==> config.mk <==
export PLATFORM = sky130hd
export DESIGN_NAME = prc_rx_classifier
export DESIGN_NICKNAME = d
export VERILOG_FILES = /design/src/inc/prc_pkg.sv /design/src/rtl/prc_rx_classifier.sv /design/src/rtl/prc_ts_hold.sv
export VERILOG_INCLUDE_DIRS = /design/src /design/src/inc
export SDC_FILE = /design/constraint.sdc
export NUM_CORES = 1
export LEC_CHECK = 0
export BUFFER_PORTS_ARGS = -buffer_cell sky130_fd_sc_hd__buf_2
export CELL_PAD_IN_SITES_DETAIL_PLACEMENT = 0
export CELL_PAD_IN_SITES_GLOBAL_PLACEMENT = 2
export CORE_MARGIN = 2
export CORE_UTILIZATION = 38
export CTS_CLUSTER_DIAMETER = 150
export CTS_CLUSTER_SIZE = 8
export DETAILED_ROUTE_END_ITERATION = 7
export MAX_ROUTING_LAYER = met4
export PLACE_DENSITY = 0.9
export SETUP_SLACK_MARGIN = 0.05
export SLEW_MARGIN = 20
export SYNTH_ARGS = -nofsm -noshare
export SYNTH_HDL_FRONTEND = slang
export SYNTH_SLANG_ARGS = --single-unit
==> constraint.sdc <==
create_clock -name mclk -period 11.1 [get_ports mclk]
set_input_delay 0 -clock mclk [delete_from_list [all_inputs] [get_ports mclk]]
set_output_delay 0 -clock mclk [all_outputs]
set_load 0.05 [all_outputs]
==> src/inc/prc_defs.svh <==
`ifndef PRC_DEFS_SVH
`define PRC_DEFS_SVH

// ------------------------------------------------------------
// frame layout, byte indices from start of frame
// ------------------------------------------------------------
`define PRC_IDX_TYPE_UNTAGGED 16'h000D
`define PRC_IDX_TYPE_TAGGED 16'h0011
`define PRC_ETYPE_VLAN 16'h8100
`define PRC_ETYPE_IPV4 16'h0800
`define PRC_ETYPE_IPV6 16'h86DD
`define PRC_ETYPE_PTP_DEFAULT 16'h88F7
`define PRC_IPV4_PROTO_OFS 16'h0009
`define PRC_IPV6_NEXT_OFS 16'h0006
`define PRC_IPV6_HDR_LEN 16'h0028
`define PRC_IP_PROTO_UDP 8'h11
`define PRC_UDP_DPORT_LO_OFS 16'h0003
`define PRC_UDP_HDR_LEN 16'h0008
`define PRC_UDP_PORT_EVENT 16'h013F
`define PRC_UDP_PORT_GENERAL 16'h0140

// ------------------------------------------------------------
// message layout, offsets from first message byte
// ------------------------------------------------------------
`define PRC_MSG_ID_OFS 16'h0000
`define PRC_MSG_VER_OFS 16'h0001
`define PRC_MSG_SRCPORT_HI 16'h001C
`define PRC_MSG_SRCPORT_LO 16'h001D
`define PRC_MSG_SEQ_HI 16'h001E
`define PRC_MSG_SEQ_LO 16'h001F
`define PRC_MSG_CTRL_OFS 16'h0020
`define PRC_VER_1 4'h1
`define PRC_VER_2 4'h2
`define PRC_V1_CTRL_LAST 8'h04

`endif

==> src/inc/prc_pkg.sv <==
package prc_pkg;

   // ------------------------------------------------------------
   // configuration and decode types
   // ------------------------------------------------------------
   typedef enum logic [1:0] {
      MODE_V1 = 2'b00,
      MODE_V2 = 2'b01,
      MODE_GPTP = 2'b10
   } prc_mode_t;

   typedef enum logic [1:0] {
      ENC_NONE = 2'b00,
      ENC_L2 = 2'b01,
      ENC_IP4 = 2'b10,
      ENC_IP6 = 2'b11
   } prc_encap_t;

   typedef enum logic [7:0] {
      V1_SYNC = 8'h00,
      V1_DELAY_REQ = 8'h01,
      V1_FOLLOW_UP = 8'h02,
      V1_DELAY_RESP = 8'h03,
      V1_MANAGEMENT = 8'h04
   } prc_v1_msg_t;

   typedef enum logic [3:0] {
      V2_SYNC = 4'h0,
      V2_DELAY_REQ = 4'h1,
      V2_PDELAY_REQ = 4'h2,
      V2_PDELAY_RESP = 4'h3,
      V2_FOLLOW_UP = 4'h8,
      V2_DELAY_RESP = 4'h9,
      V2_PDELAY_FUP = 4'hA,
      V2_ANNOUNCE = 4'hB,
      V2_SIGNALLING = 4'hC,
      V2_MANAGEMENT = 4'hD
   } prc_v2_msg_t;

endpackage

==> src/rtl/prc_rx_classifier.sv <==
// Overview of operation
// version 1 accepted only over UDP/IPv4
// version 2 over L2, UDP/IPv4, UDP/IPv6
// generalized profile expects only L2 version 2
// recognise frame first, then check version
// UDP ports 319 event, 320 general
// version 1 compares control byte offset 32
// version 2 compares messageId at offset 0
// version from low nibble of byte 1
// source port 28-29, sequence 30-31, shared
// version 1 control codes 0-4, rest reserved
// version 2 ids 0-3 event, 8-D general
// version 2 also stamps path-delay request/response, whatever the configured type
// on match latch time, source, sequence
// L2 timing flag and timestamp taken flag
// offsets start after Ethertype or UDP header
`timescale 1ns/10ps
`include "prc_defs.svh"

module prc_rx_classifier #(
   parameter int TIME_W = 64,
   parameter logic [15:0] PTP_ETYPE = `PRC_ETYPE_PTP_DEFAULT
) (
   // clock and reset
   input wire logic mclk,
   input wire logic rst,
   // receive byte stream
   input wire logic rxValid,
   input wire logic rxSof,
   input wire logic rxEof,
   input wire logic [7:0] rxData,
   // configuration
   input wire prc_pkg::prc_mode_t cfgMode,
   input wire logic [7:0] cfgMsgType,
   input wire logic [TIME_W-1:0] sysTime,
   input wire logic tsUnlock,
   // timestamp holding registers
   output logic tsLocked,
   output logic [TIME_W-1:0] tsTime,
   output logic [15:0] tsSrcPort,
   output logic [15:0] tsSeqId,
   // descriptor indications, one pulse at frame end
   output logic frameDone,
   output logic ptpL2Flag,
   output logic timestamp_taken_flag
);

   // ------------------------------------------------------------
   // parse state
   // ------------------------------------------------------------
   logic [15:0] idx_q, idx_d;
   logic [7:0] prev_q, prev_d;
   logic vlan_q, vlan_d;
   prc_pkg::prc_encap_t encap_q, encap_d;
   logic [15:0] l3Base_q, l3Base_d;
   logic [15:0] udpBase_q, udpBase_d;
   logic udpOk_q, udpOk_d;
   logic msgOn_q, msgOn_d;
   logic [15:0] msgBase_q, msgBase_d;
   logic [3:0] msgId_q, msgId_d;
   logic [3:0] ver_q, ver_d;
   logic [15:0] src_q, src_d;
   logic [15:0] seq_q, seq_d;
   logic [TIME_W-1:0] rxTime_q, rxTime_d;
   logic took_q, took_d;
   logic done_q, done_d;
   logic l2Out_q, l2Out_d;
   logic tsOut_q, tsOut_d;

   logic [15:0] curIdx;
   logic [15:0] typeIdx;
   logic [15:0] rel;
   logic [15:0] pair;
   logic inMsg;
   logic capture;

   function automatic logic at(input logic [15:0] a, input logic [15:0] b);
      at = (a == b);
   endfunction

   // version 2 ids that the decoder knows; 4-7 and E-F are unused
   function automatic logic v2Known(input logic [3:0] id);
      v2Known = (id <= 4'h3) || ((id >= 4'h8) && (id <= 4'hD));
   endfunction

   assign curIdx = rxSof ? 16'h0000 : idx_q;
   assign typeIdx = vlan_q ? `PRC_IDX_TYPE_TAGGED : `PRC_IDX_TYPE_UNTAGGED;
   assign pair = {prev_q, rxData};
   assign inMsg = msgOn_q && (curIdx >= msgBase_q);
   assign rel = curIdx - msgBase_q;

   // ------------------------------------------------------------
   // header walk and message decode
   // ------------------------------------------------------------
   always_comb
   begin
      idx_d = idx_q;
      prev_d = prev_q;
      vlan_d = vlan_q;
      encap_d = encap_q;
      l3Base_d = l3Base_q;
      udpBase_d = udpBase_q;
      udpOk_d = udpOk_q;
      msgOn_d = msgOn_q;
      msgBase_d = msgBase_q;
      msgId_d = msgId_q;
      ver_d = ver_q;
      src_d = src_q;
      seq_d = seq_q;
      rxTime_d = rxTime_q;
      took_d = took_q;
      capture = 1'b0;
      done_d = 1'b0;
      l2Out_d = 1'b0;
      tsOut_d = 1'b0;
      if (rxValid)
      begin
         if (rxSof)
         begin
            // time is caught at the first byte; later fields cannot shift it
            rxTime_d = sysTime;
            vlan_d = 1'b0;
            encap_d = prc_pkg::ENC_NONE;
            udpOk_d = 1'b0;
            msgOn_d = 1'b0;
            took_d = 1'b0;
         end
         prev_d = rxData;
         if (curIdx != 16'hFFFF)
            idx_d = curIdx + 16'h0001;
         // a tag moves the type field; only one tag is skipped
         if (at(curIdx, typeIdx) && !msgOn_q && encap_q == prc_pkg::ENC_NONE)
         begin
            if (pair == `PRC_ETYPE_VLAN && !vlan_q)
               vlan_d = 1'b1;
            else if (pair == PTP_ETYPE)
            begin
               encap_d = prc_pkg::ENC_L2;
               msgOn_d = 1'b1;
               msgBase_d = curIdx + 16'h0001;
            end
            else if (pair == `PRC_ETYPE_IPV4)
            begin
               encap_d = prc_pkg::ENC_IP4;
               l3Base_d = curIdx + 16'h0001;
            end
            else if (pair == `PRC_ETYPE_IPV6)
            begin
               encap_d = prc_pkg::ENC_IP6;
               l3Base_d = curIdx + 16'h0001;
               udpBase_d = curIdx + 16'h0001 + `PRC_IPV6_HDR_LEN;
            end
         end
         if (encap_q == prc_pkg::ENC_IP4 && at(curIdx, l3Base_q))
            udpBase_d = l3Base_q + {10'h000, rxData[3:0], 2'b00};
         if (encap_q == prc_pkg::ENC_IP4 && at(curIdx, l3Base_q + `PRC_IPV4_PROTO_OFS))
            udpOk_d = (rxData == `PRC_IP_PROTO_UDP);
         // extension headers are not walked; such frames are not classified
         if (encap_q == prc_pkg::ENC_IP6 && at(curIdx, l3Base_q + `PRC_IPV6_NEXT_OFS))
            udpOk_d = (rxData == `PRC_IP_PROTO_UDP);
         if (udpOk_q && !msgOn_q && at(curIdx, udpBase_q + `PRC_UDP_DPORT_LO_OFS))
         begin
            if (pair == `PRC_UDP_PORT_EVENT || pair == `PRC_UDP_PORT_GENERAL)
            begin
               msgOn_d = 1'b1;
               msgBase_d = udpBase_q + `PRC_UDP_HDR_LEN;
            end
         end
         if (inMsg)
         begin
            if (at(rel, `PRC_MSG_ID_OFS))
               msgId_d = rxData[3:0];
            if (at(rel, `PRC_MSG_VER_OFS))
               ver_d = rxData[3:0];
            if (at(rel, `PRC_MSG_SRCPORT_HI))
               src_d[15:8] = rxData;
            if (at(rel, `PRC_MSG_SRCPORT_LO))
               src_d[7:0] = rxData;
            if (at(rel, `PRC_MSG_SEQ_HI))
               seq_d[15:8] = rxData;
            if (at(rel, `PRC_MSG_SEQ_LO))
               seq_d[7:0] = rxData;
            if (at(rel, `PRC_MSG_CTRL_OFS) && !tsLocked)
            begin
               if (ver_q == `PRC_VER_1)
               begin
                  // reserved control codes never match
                  capture = (cfgMode == prc_pkg::MODE_V1)
                     && (encap_q == prc_pkg::ENC_IP4)
                     && (rxData <= `PRC_V1_CTRL_LAST)
                     && (rxData == cfgMsgType);
               end
               else if (ver_q == `PRC_VER_2)
               begin
                  capture = ((cfgMode == prc_pkg::MODE_V2)
                        || (cfgMode == prc_pkg::MODE_GPTP
                           && encap_q == prc_pkg::ENC_L2))
                     && v2Known(msgId_q)
                     && ((msgId_q == cfgMsgType[3:0])
                        || msgId_q == prc_pkg::V2_PDELAY_REQ
                        || msgId_q == prc_pkg::V2_PDELAY_RESP);
               end
            end
         end
         if (capture)
            took_d = 1'b1;
         if (rxEof)
         begin
            done_d = 1'b1;
            l2Out_d = (encap_q == prc_pkg::ENC_L2) && msgOn_q;
            tsOut_d = took_q || capture;
            msgOn_d = 1'b0;
            encap_d = prc_pkg::ENC_NONE;
         end
      end
   end

   always_ff @(posedge mclk or posedge rst)
   begin
      if (rst)
      begin
         idx_q <= 16'h0000;
         prev_q <= 8'h00;
         vlan_q <= 1'b0;
         encap_q <= prc_pkg::ENC_NONE;
         l3Base_q <= 16'h0000;
         udpBase_q <= 16'h0000;
         udpOk_q <= 1'b0;
         msgOn_q <= 1'b0;
         msgBase_q <= 16'h0000;
         msgId_q <= 4'h0;
         ver_q <= 4'h0;
         src_q <= 16'h0000;
         seq_q <= 16'h0000;
         rxTime_q <= '0;
         took_q <= 1'b0;
         done_q <= 1'b0;
         l2Out_q <= 1'b0;
         tsOut_q <= 1'b0;
      end
      else
      begin
         idx_q <= idx_d;
         prev_q <= prev_d;
         vlan_q <= vlan_d;
         encap_q <= encap_d;
         l3Base_q <= l3Base_d;
         udpBase_q <= udpBase_d;
         udpOk_q <= udpOk_d;
         msgOn_q <= msgOn_d;
         msgBase_q <= msgBase_d;
         msgId_q <= msgId_d;
         ver_q <= ver_d;
         src_q <= src_d;
         seq_q <= seq_d;
         rxTime_q <= rxTime_d;
         took_q <= took_d;
         done_q <= done_d;
         l2Out_q <= l2Out_d;
         tsOut_q <= tsOut_d;
      end
   end

   // ------------------------------------------------------------
   // holding registers
   // ------------------------------------------------------------
   // sequence low byte arrives before the control byte, so seq_q is complete here
   prc_ts_hold #(
      .TIME_W(TIME_W)
   ) u_hold (
      .mclk(mclk),
      .rst(rst),
      .capture(capture),
      .capTime(rxTime_q),
      .capSrcPort(src_q),
      .capSeq(seq_q),
      .unlock(tsUnlock),
      .locked(tsLocked),
      .heldTime(tsTime),
      .heldSrcPort(tsSrcPort),
      .heldSeq(tsSeqId)
   );

   assign frameDone = done_q;
   assign ptpL2Flag = l2Out_q;
   assign timestamp_taken_flag = tsOut_q;

endmodule

==> src/rtl/prc_ts_hold.sv <==
`timescale 1ns/10ps

module prc_ts_hold #(
   parameter int TIME_W = 64
) (
   // clock and reset
   input wire logic mclk,
   input wire logic rst,
   // capture request
   input wire logic capture,
   input wire logic [TIME_W-1:0] capTime,
   input wire logic [15:0] capSrcPort,
   input wire logic [15:0] capSeq,
   // software release
   input wire logic unlock,
   // held values
   output logic locked,
   output logic [TIME_W-1:0] heldTime,
   output logic [15:0] heldSrcPort,
   output logic [15:0] heldSeq
);

   logic locked_q, locked_d;
   logic [TIME_W-1:0] time_q, time_d;
   logic [15:0] src_q, src_d;
   logic [15:0] seq_q, seq_d;

   // ------------------------------------------------------------
   // holding registers stay frozen until released
   // ------------------------------------------------------------
   always_comb
   begin
      time_d = time_q;
      src_d = src_q;
      seq_d = seq_q;
      locked_d = locked_q;
      if (unlock)
         locked_d = 1'b0;
      // a capture arriving with the release wins: set beats clear
      if (capture && (!locked_q || unlock))
      begin
         time_d = capTime;
         src_d = capSrcPort;
         seq_d = capSeq;
         locked_d = 1'b1;
      end
   end

   always_ff @(posedge mclk or posedge rst)
   begin
      if (rst)
      begin
         locked_q <= 1'b0;
         time_q <= '0;
         src_q <= 16'h0000;
         seq_q <= 16'h0000;
      end
      else
      begin
         locked_q <= locked_d;
         time_q <= time_d;
         src_q <= src_d;
         seq_q <= seq_d;
      end
   end

   assign locked = locked_q;
   assign heldTime = time_q;
   assign heldSrcPort = src_q;
   assign heldSeq = seq_q;

endmodule

==> metrics.cfg <==
[final_layout]
mostFrequentLayoutCell=dfrtp_1
final_cell_mix=dfrtp_1 (282), mux2_2 (203), buf_2 (187)
nNetsFinal=1744
drive_gt1_frac=0.2875
syn2layout_area_growth_pct=21.02
final_area_sq_mm=0.01829

[global_route]
grt_max_degree=130
gr-usage-met2=0.3317
track_usage=0.2106
grt_busiest_layer=met2
grt_pass1_wl_um=66740
grt_antenna_before_repair=2
use_met1=0.2662
grt_pass1_vias=12080
grtUsageMet3=0.04267
overflow=0

[worst_hold_path]
min_path_type=in2reg

[placement]
portBuffers=187
detailed_place_hpwl_um=29420
dpl_cell_area_sq_mm=0.01645
gp_congestion=0.9015

[logic_synthesis]
synthAdderAreaFrac=0.02136
seq_area_frac_synth=0.4670
synth_top_flop_cell=dfrtp_1
netlist_area_sq_mm=0.01511
syn_nets=1520
synth-async-reset-ratio=1.000
synthSimpleGateAreaFrac=0.1453
synthDistinctLibCells=77
synth_top_family_by_area=multiplexers
synth_edf_count=0
avgSynthCellArea_sq_um=10.72
synth-xor-area-share=0.07129
syn_inst=1409
synthMuxAreaShare=0.1707
ys_warn_count=0
ys_ff_latch=282
synth_compound_area_frac=0.08918

[setup_path]
required_ns=11.52
worst-path-max-fanout=56
worstPathArrival_ns=6.48
cp_cell_sequence=nor2b_1 > ha_1 > a31o_2 > or4b_2 > a31oi_1 > xnor2_1 > a21oi_1 > nor4_4 > nand3_4 > buf_4 > mux2_1
slowest_stage=nor2b_1
cpPeakStageDelay_ns=0.85
startpoint_type=register
path_class=reg2reg
end_kind=register

[floorplanning]
start_util=0.3830
core_area_sq_mm=0.03946
die_w_um=203.4
rows=73
boundaryPins=188
dieArea_sq_mm=0.04138
fp.dieH_um=203.4

[power]
p_int_w=0.001816
p_comb_frac=0.077
p_leak_nw=8.487
power.switching_w=0.0005726
switching_share=0.2397
total_power_w=0.002389
power_frac_clock=0.458
power_density_mw_per_mm2=130.6
ir_worst_vdd_uv=123.6
p_seq_frac=0.465

[timing]
tightestPinTransition_ns=1.007
slew_headroom=0.3284
slew_violations=0
fin_crit_sh=0.5463
setup_viol=0
rsz0062_at_grt=false
finClkSkew_ns=0.03369
fmax_mhz=164.9
hold_viol_final=0
fin_tns_setup_ns=0
period_minus_slack_ns=6.064

[clocking]
post_cts_buffers=0
clkLatencyLatePin_ns=0.54
h-tree-depth=2
clk_pin_slew_worst_paths_ns=0.05
cts_buffers=41
cts_tree=done
ctsRootBufferMaster=clkbuf_16
cts_sinks=282
cts_buffer_depth=3

[route]
wl_per_cell_um=19.33
drt-pass1-iter-count=5
drc=0
drtIter0Drc=701
vias=11560
antenna_left=0
drt-vias-per-instance=5.348
totalWireLength_um=41790

[run]
max_cap_violations=0

[outcome]
status=finished clean

power groups by stage:
stage | logic (W) | clock network, W | registers [W]
after detailed placement | 0.000164 | 0 | 0.00112
after floorplan | 0.000122 | 0 | 0.00111
after global routing | 0.000204 | 0.00116 | 0.00112
after CTS | 0.000185 | 0.00112 | 0.00111
after global placement | 0.000160 | 0 | 0.00112
final | 0.000184 | 0.00109 | 0.00111
cells by family after synthesis:
group,Yosys count
AND/OR/NAND/NOR,405
flip-flops,282
multiplexers,230
AO/OA/AOI/OAI,208
buffers and inverters,136
XOR/XNOR,123
adder cells (fa/ha/maj),25
cell usage after synthesis, drive strengths merged, types with 5 or more instances:
cell / count / area share
dfrtp: 282 / 0.47
mux2: 221 / 0.16
nand2: 98 / 0.024
nor2: 84 / 0.021
xnor2: 83 / 0.048
clkbuf: 72 / 0.018
o21ai: 62 / 0.021
a21oi: 44 / 0.015
inv: 44 / 0.011
xor2: 40 / 0.023
nand3: 29 / 0.0099
nand4: 29 / 0.014
nor2b: 23 / 0.0095
a31oi: 22 / 0.0091
nor3: 22 / 0.0073
ha: 21 / 0.017
nand2b: 21 / 0.0087
buf: 18 / 0.0059
nor4: 16 / 0.0076
and2: 15 / 0.0062
nor4bb: 11 / 0.0073
mux2i: 9 / 0.0060
o32ai: 9 / 0.0052
nor4b: 8 / 0.0046
or4: 8 / 0.0040
a211oi: 6 / 0.0030
or3: 6 / 0.0025
a21o: 5 / 0.0025
and3: 5 / 0.0021
nand3b: 5 / 0.0025
nor3b: 5 / 0.0025
o211ai: 5 / 0.0025
o22ai: 5 / 0.0021
worst max-delay path, delay by kind of cell, from the launching register on:
kind | cells | cell delay, ns
DFF | 1 | 0.64
and+or+nand+nor | 4 | 2.91
AOI/OAI and AO/OA | 3 | 0.67
muxes | 1 | 0.40
buffers and inverters | 1 | 0.63
adders and majority gates | 1 | 0.45
xor gates and xnor gates | 1 | 0.15
what timing repair did:
item,in CTS,in global routing
setup endpoints to repair,0,0
hold buffers,73,0
gates resized for setup,0,0
hold endpoints to repair,233,0
worst paths after layout:
kind	start	to	slack, ns	cells after the start
hold reg to reg	rxTime_q[4]$_DFFE_PP0P_	u_hold.heldTime[4]$_DFFE_PP0P_	0.48	1
max in group asynchronous	rst	u_hold.locked$_DFFE_PP0P_	8.95	5
hold / removal	rxData[2]	src_q[2]$_DFFE_PP0P_	0.04	2
setup reg to reg	idx_q[5]$_DFFE_PP0P_	u_hold.heldSeq[8]$_DFFE_PP0P_	5.04	11
min in group asynchronous	rst	rxTime_q[63]$_DFFE_PP0P_	0.20	3
setup / recovery	idx_q[5]$_DFFE_PP0P_	u_hold.heldSeq[8]$_DFFE_PP0P_	5.04	11
per-layer routing:
layer | routed length [um] | share of wire
met5 | 0 | 0
met3 | 2315 | 0.055
met2 | 19680 | 0.47
met4 | 1479 | 0.035
met1 | 18320 | 0.44
registers in the layout, indices dropped and copies added, names as in the netlist, 2 cells and up:
name                cells
encap_q                 2
u_hold.heldTime        64
ver_q                   4
seq_q                  16
udpBase_q              16
u_hold.heldSrcPort     16
u_hold.heldSeq         16
msgId_q                 4
msgBase_q              16
idx_q                  16
l3Base_q               16
src_q                  16
prev_q                  8
rxTime_q               64
metrics by stage:
stage / instances / utilization / hold WS (ns) / setup WS [ns]
final: 2162 / 0.4634 / 0.04226 / 5.036
after global routing: 2162 / 0.4634 / 0.03034 / 4.612
after CTS: 2160 / 0.4630 / 0.01391 / 5.046
after detailed placement: 2042 / 0.4169 / 0.1894 / 4.581
after global placement: 2042 / 0.4169 / 0.1838 / 4.729
after floorplan: 1409 / - / 0.09645 / 3.321
area by class of cell:
cell class              count  area (sq um)
fillers                  3700         21170
multi-input cells         991          7541
flip-flops and latches    282          7057
repair buffers            271          1757
clock buffers              41          1026
well taps                 525         656.9
inverters                  46         180.2
clock inverters             4         63.81
diodes                      2         5.005
No activity file was read; power rests on OpenSTA's default activity.
